[src/kbt_consts.svh]
// Constants for the keyboard and interval timer port.
// Assumes a 100 MHz system clock; included by bare name.
`ifndef KBT_CONSTS_SVH
`define KBT_CONSTS_SVH
// ----------------------------------------
// Select code and status / control bits
// ----------------------------------------
`define KBT_SEL_CODE 8'hE1
`define KBT_ST_AVAIL 7
`define KBT_ST_TIMEOUT 6
`define KBT_ST_PARITY 5
`define KBT_PC_IRQ_EN 7
`define KBT_PC_EVEN 6
`define KBT_PC_HALT_IOP 5
`define KBT_PC_BLOCK_DISP 4
// ----------------------------------------
// Key code bases
// ----------------------------------------
`define KBT_LOWER_BASE 8'h61
`define KBT_UPPER_BASE 8'h41
`define KBT_CTRL_BASE 8'h01
`define KBT_CPAD_BASE 8'h80
`define KBT_CPAD_SHIFT 8'h10
`define KBT_FKEY_BASE 8'hE0
`define KBT_PROGRAM_LOAD_KEY_IDX 5'h0F
`define KBT_PROGRAM_LOAD_KEY_CTRL 8'hED
// ----------------------------------------
// Timing
// ----------------------------------------
`define KBT_CLK_MHZ 100
`define KBT_TIMER_MS 1000
`define KBT_BEEP_MS 1000
`define KBT_CLICK_US 1000
`endif

[src/kbt_pkg.sv]
// Types shared by the keyboard and interval timer port.
// Assumes nothing beyond the constants header.
package kbt_pkg;
  // Host I/O bus commands as decoded by the bus logic
  typedef enum logic [3:0] {
    KBT_CMD_SELECT, KBT_CMD_CLEAR, KBT_CMD_STATUS, KBT_CMD_INPUT, KBT_CMD_LIGHTS,
    KBT_CMD_BEEP, KBT_CMD_CLICK, KBT_CMD_TSTART, KBT_CMD_TCANCEL, KBT_CMD_PARITY
  } kbt_cmd_t;
  // Keyboard section of a key event
  typedef enum logic [1:0] {KBT_SEC_RAW, KBT_SEC_LETTER, KBT_SEC_CPAD, KBT_SEC_FKEY} kbt_sec_t;
  typedef struct packed {
    kbt_cmd_t cmd;
    logic [7:0] data;
  } kbt_bus_cmd_t;
  typedef struct packed {
    kbt_sec_t sec;
    logic shift;
    logic ctrl;
    logic [4:0] index;
    logic [7:0] raw;
  } kbt_key_t;
endpackage

[src/kbt_port.sv]
// Keyboard and interval timer port: key FIFO, command decode, timer, tones.
// Assumes commands and key events arrive from logic on mclk_in.
// Function
// [RL1] Device commands act only while selected; select with code E1.
// [RL2] Clear drops pending keys, clears interrupt, available flag, timer, timeout.
// [RL3] Status byte: available bit 7, timeout bit 6, parity error bit 5.
// [RL4] Data input returns last key code, clears available flag and interrupt; here it pops the oldest queued code, clearing both only when the FIFO empties.
// [RL5] Light output bits 3..0 drive lamps of keys F3..F0.
// [RL6] Beep sounds one second tone even when not selected.
// [RL7] Click sounds short click even when not selected.
// [RL8] Timer start, when selected, times one second; expiry sets timeout.
// [RL9] Timer start while running restarts a full interval.
// [RL10] Timer cancel clears timer and timeout with its interrupt.
// [RL11] Lowest level interrupt on key available or timer expiry.
// [RL12] Timeout cleared by timer start, timer cancel or device clear.
// [RL13] Program-load key with shift and control forces boot at location 0.
// [RL14] Parity control bits: 7 irq enable, 6 even, 5 halt, 4 block display.
// [RL15] Letters give distinct lower, upper and control codes.
// [RL16] Control pad codes from 80, control equal, shifted 10 higher.
// [RL17] Status bits 4..0 read as zero.
`timescale 1ns/1ps
`include "kbt_consts.svh"

// ----------------------------------------
// Key code FIFO
// ----------------------------------------
module kbt_fifo
  import kbt_pkg::*;
#(
  parameter int WIDTH = 8,
  parameter int DEPTH = 32
) (
  input wire logic mclk_in,
  input wire logic rst_in,
  input wire logic flush_in,
  input wire logic in_valid_in,
  output logic in_ready_out,
  input wire logic [WIDTH-1:0] in_data_in,
  output logic out_valid_out,
  input wire logic out_ready_in,
  output logic [WIDTH-1:0] out_data_out
);
  localparam int AW = $clog2(DEPTH);
  logic [WIDTH-1:0] mem [DEPTH];
  logic [AW:0] wr_q;
  logic [AW:0] rd_q;
  logic push;
  logic pop;

  // Honest full and empty from pointers one bit wider than the address
  assign out_valid_out = (wr_q != rd_q);
  assign in_ready_out = (wr_q[AW-1:0] != rd_q[AW-1:0]) || (wr_q[AW] == rd_q[AW]);
  assign push = in_valid_in && in_ready_out;
  assign pop = out_valid_out && out_ready_in;
  assign out_data_out = mem[rd_q[AW-1:0]];

  // Storage has no reset; only pointers carry state
  always_ff @(posedge mclk_in) begin
    if (push) begin
      mem[wr_q[AW-1:0]] <= in_data_in;
    end
  end

  always_ff @(posedge mclk_in or posedge rst_in) begin
    if (rst_in) begin
      wr_q <= '0;
    end else if (push) begin
      wr_q <= wr_q + 1'b1;
    end
  end

  // Flush keeps a word pushed in the same cycle, so no key is lost
  always_ff @(posedge mclk_in or posedge rst_in) begin
    if (rst_in) begin
      rd_q <= '0;
    end else if (flush_in) begin
      rd_q <= wr_q;
    end else if (pop) begin
      rd_q <= rd_q + 1'b1;
    end
  end
endmodule

// ----------------------------------------
// Port top
// ----------------------------------------
module kbt_port
  import kbt_pkg::*;
#(
  parameter int TIMER_CYCLES = `KBT_TIMER_MS * 1000 * `KBT_CLK_MHZ,
  parameter int BEEP_CYCLES = `KBT_BEEP_MS * 1000 * `KBT_CLK_MHZ,
  parameter int CLICK_CYCLES = `KBT_CLICK_US * `KBT_CLK_MHZ,
  parameter int FIFO_DEPTH = 32
) (
  input wire logic mclk_in,
  input wire logic rst_in,
  input wire logic cmd_valid_in,
  input wire kbt_bus_cmd_t cmd_in,
  output logic rd_valid_out,
  output logic [7:0] rd_data_out,
  input wire logic key_valid_in,
  output logic key_ready_out,
  input wire kbt_key_t key_in,
  input wire logic parity_err_in,
  output logic [3:0] lamps_out,
  output logic [3:0] parity_ctl_out,
  output logic beep_out,
  output logic click_out,
  output logic irq0_out,
  output logic boot_force_out
);
  typedef enum logic {KBT_T_IDLE, KBT_T_RUN} kbt_tstate_t;
  kbt_tstate_t tstate_q;
  logic sel_q;
  logic timeout_q;
  logic [31:0] tcnt_q;
  logic [31:0] beep_q;
  logic [31:0] click_q;
  logic [7:0] code;
  logic is_program_load_key;
  logic fifo_valid;
  logic fifo_ready;
  logic [7:0] fifo_data;
  logic acc;
  logic c_clear;
  logic c_input;
  logic c_start;
  logic c_cancel;
  logic expire;

  // Selected-only commands; beep and click bypass this gate
  assign acc = cmd_valid_in && sel_q; // RL1
  assign c_clear = acc && (cmd_in.cmd == KBT_CMD_CLEAR);
  assign c_input = acc && (cmd_in.cmd == KBT_CMD_INPUT);
  assign c_start = acc && (cmd_in.cmd == KBT_CMD_TSTART);
  assign c_cancel = acc && (cmd_in.cmd == KBT_CMD_TCANCEL);
  assign expire = (tstate_q == KBT_T_RUN) && (tcnt_q == 32'h0000_0001) && !c_start && !c_cancel
    && !c_clear;

  // Select register; any other select code deselects the port
  always_ff @(posedge mclk_in or posedge rst_in) begin
    if (rst_in) begin
      sel_q <= 1'b0;
    end else if (cmd_valid_in && cmd_in.cmd == KBT_CMD_SELECT) begin
      sel_q <= (cmd_in.data == `KBT_SEL_CODE); // RL1
    end
  end

  // Key encoder; tables beyond these sections come in as raw codes
  always_comb begin
    code = key_in.raw;
    is_program_load_key = 1'b0;
    case (key_in.sec)
      KBT_SEC_LETTER: begin
        if (key_in.ctrl) begin
          code = `KBT_CTRL_BASE + {3'h0, key_in.index}; // RL15
        end else if (key_in.shift) begin
          code = `KBT_UPPER_BASE + {3'h0, key_in.index}; // RL15
        end else begin
          code = `KBT_LOWER_BASE + {3'h0, key_in.index}; // RL15
        end
      end
      KBT_SEC_CPAD: begin
        code = `KBT_CPAD_BASE + {4'h0, key_in.index[3:0]}
          + (key_in.shift ? `KBT_CPAD_SHIFT : 8'h00); // RL16
      end
      KBT_SEC_FKEY: begin
        code = `KBT_FKEY_BASE + {4'h0, key_in.index[3:0]} + (key_in.shift ? 8'h10 : 8'h00);
        if (key_in.index == `KBT_PROGRAM_LOAD_KEY_IDX && key_in.ctrl) begin
          code = `KBT_PROGRAM_LOAD_KEY_CTRL;
          is_program_load_key = key_in.shift; // RL13
        end
      end
      default: begin
        code = key_in.raw;
      end
    endcase
  end

  // Boot key never enters the FIFO, it drives the boot request instead
  kbt_fifo #(.WIDTH(8), .DEPTH(FIFO_DEPTH)) u_fifo (
    .mclk_in(mclk_in),
    .rst_in(rst_in),
    .flush_in(c_clear), // RL2
    .in_valid_in(key_valid_in && !is_program_load_key),
    .in_ready_out(fifo_ready),
    .in_data_in(code),
    .out_valid_out(fifo_valid),
    .out_ready_in(c_input), // RL4
    .out_data_out(fifo_data)
  );
  assign key_ready_out = fifo_ready || is_program_load_key;

  // Boot request pulse
  always_ff @(posedge mclk_in or posedge rst_in) begin
    if (rst_in) begin
      boot_force_out <= 1'b0;
    end else begin
      boot_force_out <= key_valid_in && is_program_load_key; // RL13
    end
  end

  // Read answers one cycle after the command
  always_ff @(posedge mclk_in or posedge rst_in) begin
    if (rst_in) begin
      rd_valid_out <= 1'b0;
      rd_data_out <= 8'h00;
    end else begin
      rd_valid_out <= acc && (cmd_in.cmd == KBT_CMD_STATUS || cmd_in.cmd == KBT_CMD_INPUT);
      if (acc && cmd_in.cmd == KBT_CMD_STATUS) begin
        rd_data_out <= {fifo_valid, timeout_q, parity_err_in, 5'h00}; // RL3 RL17
      end else if (c_input) begin
        rd_data_out <= fifo_data; // RL4
      end
    end
  end

  // Lamp and parity control registers
  always_ff @(posedge mclk_in or posedge rst_in) begin
    if (rst_in) begin
      lamps_out <= 4'h0;
      parity_ctl_out <= 4'h0;
    end else if (acc && cmd_in.cmd == KBT_CMD_LIGHTS) begin
      lamps_out <= cmd_in.data[3:0]; // RL5
    end else if (acc && cmd_in.cmd == KBT_CMD_PARITY) begin
      parity_ctl_out <= cmd_in.data[`KBT_PC_IRQ_EN:`KBT_PC_BLOCK_DISP]; // RL14
    end
  end

  // Interval timer; a start always reloads a full interval
  always_ff @(posedge mclk_in or posedge rst_in) begin
    if (rst_in) begin
      tstate_q <= KBT_T_IDLE;
      tcnt_q <= 32'h0;
    end else if (c_start) begin
      tstate_q <= KBT_T_RUN; // RL8 RL9
      tcnt_q <= 32'(TIMER_CYCLES);
    end else if (c_cancel || c_clear || expire) begin
      tstate_q <= KBT_T_IDLE; // RL10 RL2
      tcnt_q <= 32'h0;
    end else begin
      case (tstate_q)
        KBT_T_RUN: tcnt_q <= tcnt_q - 32'h1;
        default: tcnt_q <= 32'h0;
      endcase
    end
  end

  // Timeout flag; expiry is blocked only by a command that also clears
  always_ff @(posedge mclk_in or posedge rst_in) begin
    if (rst_in) begin
      timeout_q <= 1'b0;
    end else if (expire) begin
      timeout_q <= 1'b1; // RL8
    end else if (c_start || c_cancel || c_clear) begin
      timeout_q <= 1'b0; // RL12
    end
  end

  // Shared lowest-level request
  assign irq0_out = fifo_valid || timeout_q; // RL11

  // Tones run regardless of selection
  always_ff @(posedge mclk_in or posedge rst_in) begin
    if (rst_in) begin
      beep_q <= 32'h0;
      click_q <= 32'h0;
    end else begin
      if (cmd_valid_in && cmd_in.cmd == KBT_CMD_BEEP) begin
        beep_q <= 32'(BEEP_CYCLES); // RL6
      end else if (beep_q != 32'h0) begin
        beep_q <= beep_q - 32'h1;
      end
      if (cmd_valid_in && cmd_in.cmd == KBT_CMD_CLICK) begin
        click_q <= 32'(CLICK_CYCLES); // RL7
      end else if (click_q != 32'h0) begin
        click_q <= click_q - 32'h1;
      end
    end
  end
  assign beep_out = (beep_q != 32'h0);
  assign click_out = (click_q != 32'h0);
endmodule

[config.mk]
export PLATFORM = sky130hd
export DESIGN_NAME = kbt_port
export DESIGN_NICKNAME = d
export VERILOG_FILES = /design/src/kbt_pkg.sv /design/src/kbt_port.sv
export VERILOG_INCLUDE_DIRS = /design/src
export SDC_FILE = /design/constraint.sdc
export NUM_CORES = 1
export LEC_CHECK = 0
export BUFFER_PORTS_ARGS = -buffer_cell sky130_fd_sc_hd__buf_2
export CELL_PAD_IN_SITES_DETAIL_PLACEMENT = 0
export CELL_PAD_IN_SITES_GLOBAL_PLACEMENT = 2
export CORE_MARGIN = 4
export CORE_UTILIZATION = 42
export CTS_BUF_LIST = sky130_fd_sc_hd__clkbuf_4 sky130_fd_sc_hd__clkbuf_8
export DETAILED_ROUTE_END_ITERATION = 6
export PLACE_DENSITY_LB_ADDON = 0.1
export SYNTH_ARGS = -nofsm -noshare
export SYNTH_HDL_FRONTEND = slang
export SYNTH_SLANG_ARGS = --single-unit
[constraint.sdc]
create_clock -name mclk_in -period 4.2 [get_ports mclk_in]
set_clock_uncertainty 0.2 [all_clocks]
set_input_delay 0.42 -clock mclk_in [delete_from_list [all_inputs] [get_ports mclk_in]]
set_output_delay 0.42 -clock mclk_in [all_outputs]
set_load 0.01 [all_outputs]
After elaboration in Yosys (flattened, before gate mapping). Memories as Yosys holds them, arrays and structs flattened. Index checks and enable logic that the tools add are counted.

Register bits: 129. Bits in latches: 0. Memory bits (writable): 256. ROM bits: 0. Bits of input ports: 34. Memories: 1.

Add/subtract/negate cells: 12. $mul: 0. Divide/modulo/power cells: 0. $lt $le $gt $ge: 0. Eq/ne operators: 18. Shift-type cells: 0. Mux-type cells: 24. Bitwise logic cells: 1. Reduce and logical (&&, ||, !) cells: 43.

Memory list: u_fifo.mem (words 32, width 8, read ports 1, clocked after memory_dff 0, write ports 1, RTL line kbt_port.sv:44) `logic [WIDTH-1:0] mem [DEPTH];`.

Operators with widths (number): 32-bit 2-to-1 mux (7); 32-bit by 1-bit subtractor with 32-bit output, second input constant (3); 32-bit nonzero test (2); 8-bit 2-to-1 mux (5); 32-bit by 1-bit equality test with 1-bit output, second input constant (1); 8-bit one-hot mux with 3 select lines (1); 1-bit logical AND (21); 7-bit by 5-bit adder with 8-bit output, first input constant (2); 4-bit by 3-bit equality test with 1-bit output, second input constant (4); 6-bit by 1-bit adder with 6-bit output, second input constant (2); 6-bit 2-to-1 mux (2); 2-bit nonzero test (6); 7-bit by 6-bit adder with 8-bit output (1); 8-bit by 4-bit adder with 8-bit output, first input constant (1); 8-bit adder (1); 4-bit by 2-bit equality test with 1-bit output, second input constant (2); 4-bit equality test, second input constant (2); 8-bit equality test, second input constant (1); 1-bit logical OR (8); 1-bit 2-to-1 mux (8); 6-bit by 5-bit adder with 7-bit output, first input constant (1); 1-bit by 5-bit adder with 6-bit output, first input constant (1); 6-bit != test (1); 5-bit by 4-bit equality test with 1-bit output, second input constant (1); 10 further kinds (14).

Longest topological paths before layout. Gate-level depths: netlist (run 1).

Depth after elaboration: 9. Depth in mapped cells: 9. Mapped depth without buffers: 8.

Hierarchy. A second synthesis (run 1) with hierarchy kept.

Cell total of the unflattened synthesis: 1166. Area total of the unflattened synthesis: 17098.9 sq um.

By module, submodules not included: kbt_fifo (times used 1, cells each 488, area each 10701.5 sq um); kbt_port (times used 1, cells each 678, area each 6397.4 sq um).

Worst setup path after synthesis (run 1). No wires, ideal clock.

Kind: reg2reg. Start: register click_q[2]. End: register click_q[27]. Library setup time: 78 ps. Arrival time: 2630 ps. Data required time: 3922 ps. Slack: 1292 ps. Cell stages (with the launch flop): 9. Buffers on the path: 3. Clock period less this slack: 2908 ps. Cells stage by stage: dfrtp_1 buf_6 or4_4 buf_6 or3_4 or4_1 buf_2 or4_1 a21oi_1.

Cells in the longest elaborated chain, start to end: 3. Elaborated cells on any way between the ends: 5. Classes of those cells: add/sub (1); mux (2); reduce/logical (2).

RTL lines: start, declared (RTL line kbt_port.sv:118) `logic [31:0] click_q;`; start signal, assigned (RTL line kbt_port.sv:275) `click_q <= 32'(CLICK_CYCLES);`; start signal, assigned (RTL line kbt_port.sv:277) `click_q <= click_q - 32'h1;`; 32-bit by 1-bit subtractor with 32-bit output (RTL line kbt_port.sv:277); 32-bit 2-to-1 mux (RTL line kbt_port.sv:276) `end else if (click_q != 32'h0) begin`; 32-bit 2-to-1 mux (RTL line kbt_port.sv:274) `if (cmd_valid_in && cmd_in.cmd == KBT_CMD_CLICK) begin`.

Several ways; a longest one is shown, not always the timed one. The select of a mux whose other input is x is not followed. A chain may end at the register's enable or synchronous reset.

Worst setup path after layout (run 1).
Start: register beep_q[14]. End: output beep_out.

Cells in the longest elaborated chain, start to end: 1.

RTL lines: start, declared (RTL line kbt_port.sv:117) `logic [31:0] beep_q;`; start signal, assigned (RTL line kbt_port.sv:270) `beep_q <= 32'(BEEP_CYCLES);`; start signal, assigned (RTL line kbt_port.sv:272) `beep_q <= beep_q - 32'h1;`; 32-bit nonzero test (RTL line kbt_port.sv:281) `assign beep_out = (beep_q != 32'h0);`; end, declared (RTL line kbt_port.sv:107) `output logic beep_out,`.

No other way between the ends.

==> flow_metrics.tcl, run 1 <==
set metrics [dict create \
    status "completed" \
    die_w_um 210 \
    grt_pass1_vias 11200 \
    finalCritPeriodShare_pct 92.1 \
    crit_cells 5 \
    max_freq_mhz 258 \
    worstPathArrival_ns 3.25 \
    critical_path.top_delay_family "simple AND/OR/NAND/NOR gates" \
    viasPerCell 5.59 \
    cts_tree "built" \
    dieHeight_um 210 \
    placementRows 73 \
    fill_cells 3541 \
    antenna_found_initial 1 \
    setup_viol 0 \
    p_leak_nw 7.30 \
    synth-main-ff-cell "edfxtp_1" \
    yosys_warnings 0 \
    hold_class "in -> reg" \
    seq_area_frac_synth_pct 64.0 \
    cp-start-kind "flop" \
    cts_setup_buffers 0 \
    syn-num-nets 1291 \
    area_growth_pct 15.3 \
    drc_errors 0 \
    first_iter_violations 885 \
    numClockSinks 385 \
    critPathBufInv 2 \
    clk_pin_slew_ns 0.06 \
    start_util_pct 42.8 \
    portBuffers 55 \
    grtUsageTotal_pct 19.1 \
    crit_top_cell "or4_1" \
    power_density_nw_per_um2 479 \
    core_um2 39900 \
    end_kind "output port" \
    crit_type "reg -> out" \
    drive_above_1_share_pct 20.9 \
    tns_ns 0 \
    die_area_um2 43900 \
    peakVddDrop_v 0.000225 \
    post-dp-hpwl_um 26700 \
    maxCapViolations 0 \
    cp_max_fo 13 \
    htree_levels 3 \
    rr_worst_depth 6 \
    final_util_pct 49.3 \
    gr-total-overflow 0 \
    crit_chain "or4_1 -> or4_1 -> nor3_2 -> inv_1 -> buf_2" \
    numCtsBuffers 71 \
    clkLatencyLatePin_ns 0.61 \
    ff_latch_area_um2 10900 \
    fin_crit_ns 3.87 \
    synthCells 1244 \
    async_flop_share_pct 33.5 \
    synth_edf_count 256 \
    pin_count 56 \
    nets 1407 \
    rsz0062_at_grt "no" \
    drtPass1Iterations 7 \
    cts_root_buf "clkbuf_8" \
    multi_input_area_um2 5880 \
    grt_max_degree 92 \
    crit_required_ns 3.58 \
    cp_slowest_stage_delay_ns 0.81 \
    final-hold-violation-count 0 \
    layout_commonest_cell "edfxtp_1" \
    whs_ns 0.0734 \
    grt_pass1_wl_um 65300 \
    wire_per_inst_um 21.4 \
    place_congestion 0.773 \
    mostFrequentLayoutCells "256 x edfxtp_1, 127 x dfrtp_1, 90 x nor2_1, 73 x clkbuf_8, 56 x nand2_1" \
    route.final.wire_length_um 41600 \
    syn-cell-area_um2 17100 \
    holdPathStages 2 \
    ctsLongestPathBuffers 3 \
    n_antenna_cell 0 \
    vias 10800 \
    syn_avg_cell_area_um2 13.7 \
    slew-limit-headroom_pct 7.48 \
    postRouteAntennaNets 0 \
    synth_seq_cells 385 \
    maxSlewViolCount 0 \
    synth.distinct_cells 69 \
    slowest_stage "or4_1" \
    tightest_slew_ns 1.38 \
]
## stage by stage
step           setup WS [ns]  instance area [µm²]  power (mW)  cells
2_1_floorplan          0.139                17100        5.47   1244
3_3_place_gp           0.924                18100        5.91   1797
3_5_place_dp           0.865                18100        5.93   1797
4_1_cts                0.278                19700        9.56   1938
5_1_grt                0.138                19700        9.91   1938
6_report               0.331                19700        9.42   1938
## routing by layer
metal | vias to the layer above | global-route usage [%] | wire length, µm | share of wire [%]
met5 | - | 0 | 0 | 0
met4 | 0 | 5.06 | 853 | 2.1
met3 | 61 | 3.71 | 1970 | 4.7
met2 | 253 | 30.6 | 20000 | 48
met1 | 5453 | 26.9 | 18700 | 45
li1 | 5070 | - | - | -
## final timing paths
kind	start	endpoint	slack, ns
max in group asynchronous	rst_in	click_q[25]$_DFFE_PP0P_	2.73
worst max register to register	u_fifo.rd_q[0]$_DFFE_PP0P_	u_fifo.mem[15][7]$_DFFE_PP_	1.10
worst min-delay path	cmd_in[8]	rd_data_out[7]$_DFFE_PP0P_	0.07
worst min register to register	tcnt_q[0]$_DFF_PP0_	tcnt_q[0]$_DFF_PP0_	0.29
worst max-delay path	beep_q[14]$_DFFE_PP0P_	beep_out	0.33
min in group asynchronous	rst_in	beep_q[1]$_DFFE_PP0P_	0.33
## synthesized netlist by cell type (all sizes together), types with 19 or more instances
cell / n / area [µm²]
dfrtp: 129 / 3230
inv: 22 / 82.6
or3: 30 / 198
mux2i: 52 / 521
nand3: 37 / 185
nand2: 56 / 210
o21ai: 36 / 180
xor2: 43 / 377
buf: 20 / 97.6
and3: 28 / 175
a21oi: 53 / 265
o31ai: 21 / 158
edfxtp: 256 / 7690
or4: 33 / 254
xnor2: 31 / 272
nor2: 90 / 338
nor4: 19 / 131
nor3: 22 / 115
mux4: 42 / 946
clkbuf: 43 / 161
## area by class of cell
type / count / share of cell area [%]
repair buffers: 106 / 3.60
clock inverters: 27 / 1.07
multi-input cells: 774 / 29.9
well taps: 525 / 3.34
flip-flops and latches: 385 / 55.5
inverters: 22 / 0.445
clock buffers: 99 / 6.10
## sequential cells by signal, summed over array words and instances (netlist names), 4 cells and up
signal	flops
beep_q	32
click_q	32
lamps_out	4
parity_ctl_out	4
rd_data_out	8
tcnt_q	32
u_fifo.mem	256
u_fifo.rd_q	6
u_fifo.wr_q	6
## cell families after synthesis
logic type / after synthesis / share of synthesized area (%)
compound gates: 188 / 7.16
xor+xnor: 74 / 3.80
fa+ha+maj: 13 / 0.953
buf+inv: 85 / 2.00
flops: 385 / 64.0
mux: 103 / 9.19
simple gates: 396 / 12.9
## what timing repair did
item / in CTS / in global routing
gates resized for setup: 0 / 0
hold buffers: 15 / 0
hold endpoints to repair: 102 / 0
## where the power goes
group          internal [mW]  switching [mW]  leakage, nW
logic                  0.423           0.775         2.60
registers               4.42           0.236         3.95
clock network           1.99            1.57        0.747
total                   6.84            2.58         7.30
(Power assumes the default switching activity.)
==> run 2, diff against run 1 <==
--- a/config.mk
+++ b/config.mk
@@ -10,10 +10,11 @@
 export CELL_PAD_IN_SITES_DETAIL_PLACEMENT = 0
 export CELL_PAD_IN_SITES_GLOBAL_PLACEMENT = 2
 export CORE_MARGIN = 4
-export CORE_UTILIZATION = 42
+export CORE_UTILIZATION = 43
 export CTS_BUF_LIST = sky130_fd_sc_hd__clkbuf_4 sky130_fd_sc_hd__clkbuf_8
 export DETAILED_ROUTE_END_ITERATION = 6
 export PLACE_DENSITY_LB_ADDON = 0.1
 export SYNTH_ARGS = -nofsm -noshare
 export SYNTH_HDL_FRONTEND = slang
+export SYNTH_HIERARCHICAL = 1
 export SYNTH_SLANG_ARGS = --single-unit
==> run 2 against run 1 <==
  * Count of clock-buffer cells in the layout is 8 lower
  * Total power shrank 4.2%
  * Critical path depth increased by 3
  * Sequential share of layout area up 0.91 points
  * Utilization rose by 0.32 points
==> flow_metrics.tcl, run 2 <==
set metrics [dict create \
    vias 10500 \
    power_density_nw_per_um2 466 \
    maxSlewViolCount 0 \
    nets 1314 \
    gr-total-overflow 0 \
    hp-start "cmd_in[11]" \
    route.final.wire_length_um 41200 \
    end_kind "output port" \
    setup_viol 0 \
    synth-compound-area-share_pct 5.28 \
    ctsLongestPathBuffers 3 \
    min_to "sel_q$_DFFE_PP0P_" \
    hold_class "in -> reg" \
    synth-main-ff-cell "edfxtp_1" \
    yosysMostFrequentCell "edfxtp_1" \
    cp-start-kind "flop" \
    synth_top_family_by_area "simple AND/OR/NAND/NOR gates" \
    crit_type "reg -> out" \
    finalCritPeriodShare_pct 86.4 \
    synth_top_cell_area_share_pct 45.0 \
    synth_seq_cells 385 \
    rsz0062_at_grt "no" \
    cp_slowest_stage_delay_ns 0.62 \
    grt_pass1_wl_um 64000 \
    layout_commonest_cell "edfxtp_1" \
    viasPerCell 5.72 \
    antenna_found_initial 0 \
    synth_edf_count 256 \
    tightest_slew_ns 0.953 \
    worstReg2RegStart "u_fifo/rd_q[0]$_DFFE_PP0P_" \
    die_w_um 207 \
    pin_count 56 \
    cts_tree "built" \
    htree_levels 3 \
    area_growth_pct 13.2 \
    seq_area_frac_synth_pct 63.8 \
    syn-cell-area_um2 17100 \
    dieHeight_um 207 \
    rrSetupSlack_ns 0.62 \
    core_um2 39000 \
    clk_pin_slew_ns 0.05 \
    final-hold-violation-count 0 \
    peakVddDrop_v 0.000333 \
    fin_crit_ns 3.63 \
    numCtsBuffers 67 \
    yosys-top-cells-area "edfxtp_1 45%, dfrtp_1 19%, mux4_2 11%" \
    post-dp-hpwl_um 26400 \
    syn_avg_cell_area_um2 14.7 \
    crit_top_cell "inv_1" \
    holdPathStages 4 \
    synthTopCellsByCount "256 x edfxtp_1, 129 x dfrtp_1, 80 x mux4_2" \
    grt_max_degree 71 \
    worstPathArrival_ns 3.01 \
    mostFrequentLayoutCells "256 x edfxtp_1, 127 x dfrtp_1, 80 x mux4_2, 69 x clkbuf_8, 58 x nor2_1" \
    r2r_end "rd_data_out[5]$_DFFE_PP0P_" \
    grt_pass1_vias 10500 \
    place_area_um2 18000 \
    place_congestion 0.821 \
    tns_ns 0 \
    crit_chain "inv_1 -> ha_1 -> or4b_2 -> nor4_4 -> and4_1 -> buf_4 -> inv_1 -> buf_2" \
    synth_fa_ha_area_share_pct 0.951 \
    slowest_stage "or4b_2" \
    portBuffers 55 \
    synth_mux_area_share_pct 11.9 \
    wire_per_inst_um 22.5 \
    numClockSinks 385 \
    p_leak_nw 7.02 \
    syn-num-nets 1213 \
    status "completed" \
    synthXorXnorAreaFrac_pct 2.46 \
    rr_worst_depth 7 \
    placementRows 72 \
    final_util_pct 49.6 \
    grtUsageTotal_pct 19.1 \
    n_antenna_cell 0 \
    start_util_pct 43.8 \
    synthSimpleGateAreaFrac_pct 13.3 \
    drive_above_1_share_pct 23.7 \
    maxCapViolations 0 \
    synth_top_cell_by_area "edfxtp_1" \
    yosys_warnings 6 \
    crit_required_ns 3.58 \
    postRouteAntennaNets 0 \
    max_freq_mhz 276 \
    drc_errors 0 \
    postLayoutCellArea_um2 19300 \
    async_flop_share_pct 33.5 \
    first_iter_violations 810 \
    largest_register_ffs 256 \
    clkLatencyLatePin_ns 0.59 \
    drtPass1Iterations 5 \
    synth.distinct_cells 59 \
    synthCells 1166 \
    die_area_um2 43000 \
    final_cell_count_no_fill 1828 \
    slew-limit-headroom_pct 36.5 \
    cp_max_fo 22 \
    dp.cells 1702 \
    cts_root_buf "clkbuf_8" \
]
## run 2: power by group
part / switching [mW] / internal [mW]
clock: 1.46 / 1.71
combinational: 0.717 / 0.432
sequential: 0.288 / 4.42
## run 2: kinds of logic after synthesis
logic type | count (synthesis)
muxes | 102
and+or+nand+nor | 390
adders and majority gates | 13
DFF | 385
buffers and inverters | 79
AOI/OAI and AO/OA | 149
xor gates and xnor gates | 48
## run 2: layout make-up
type | instances | area [µm²]
fillers | 3384 | 19700
well taps | 518 | 648
flip-flops and latches | 385 | 10900
clock buffers | 91 | 1110
inverters | 19 | 73.8
multi-input cells | 702 | 5870
clock inverters | 21 | 95.1
repair buffers | 92 | 626
## run 2: routing by layer
metal / up-vias / GRT usage, % / wire [µm]
li1: 4822 / - / -
met1: 5304 / 28.1 / 18800
met2: 264 / 29.2 / 19300
met3: 62 / 3.91 / 2250
met4: 0 / 5.43 / 826
met5: - / 0 / 0
## run 2: what timing repair did
item	4_1_cts	5_1_grt
endpoints found under the hold margin	78	0
hold buffers	14	0
buffers inserted	0	0
resized for setup	0	0
setup endpoints to repair	0	0
## run 2: worst max path at each step
stage | slack (ns) | from | depth (start not counted) | end
after floorplan | 0.48 | rst_in | 1 | beep_q[0]$_DFFE_PP0P_
after global placement | 0.97 | key_in[8] | 12 | u_fifo/mem[15][6]$_DFFE_PP_
after detailed placement | 0.86 | key_in[8] | 12 | u_fifo/mem[15][4]$_DFFE_PP_
after CTS | 0.49 | click_q[0]$_DFFE_PP0P_ | 8 | click_out
after global routing | 0.31 | click_q[0]$_DFFE_PP0P_ | 8 | click_out
final | 0.57 | click_q[0]$_DFFE_PP0P_ | 8 | click_out
## run 2: worst max-delay path: cells and delay by family, from the launching register on
| kind | cells | cell delay, ns |
|---|---|---|
| and+or+nand+nor | 3 | 1.18 |
| adders and majority gates | 1 | 0.18 |
| buffers and inverters | 4 | 0.68 |
| DFF | 1 | 0.38 |
## run 2: stage by stage
| stage | power (mW) | hold WS (ns) | setup WS, ns |
|---|---|---|---|
| final | 9.02 | 0.0778 | 0.572 |
| after CTS | 9.16 | 0.0148 | 0.489 |
| after global routing | 9.49 | 0.0804 | 0.305 |
| after global placement | 5.91 | 0.251 | 0.967 |
| after floorplan | 5.49 | 0.0847 | 0.479 |
| after detailed placement | 5.92 | 0.251 | 0.864 |
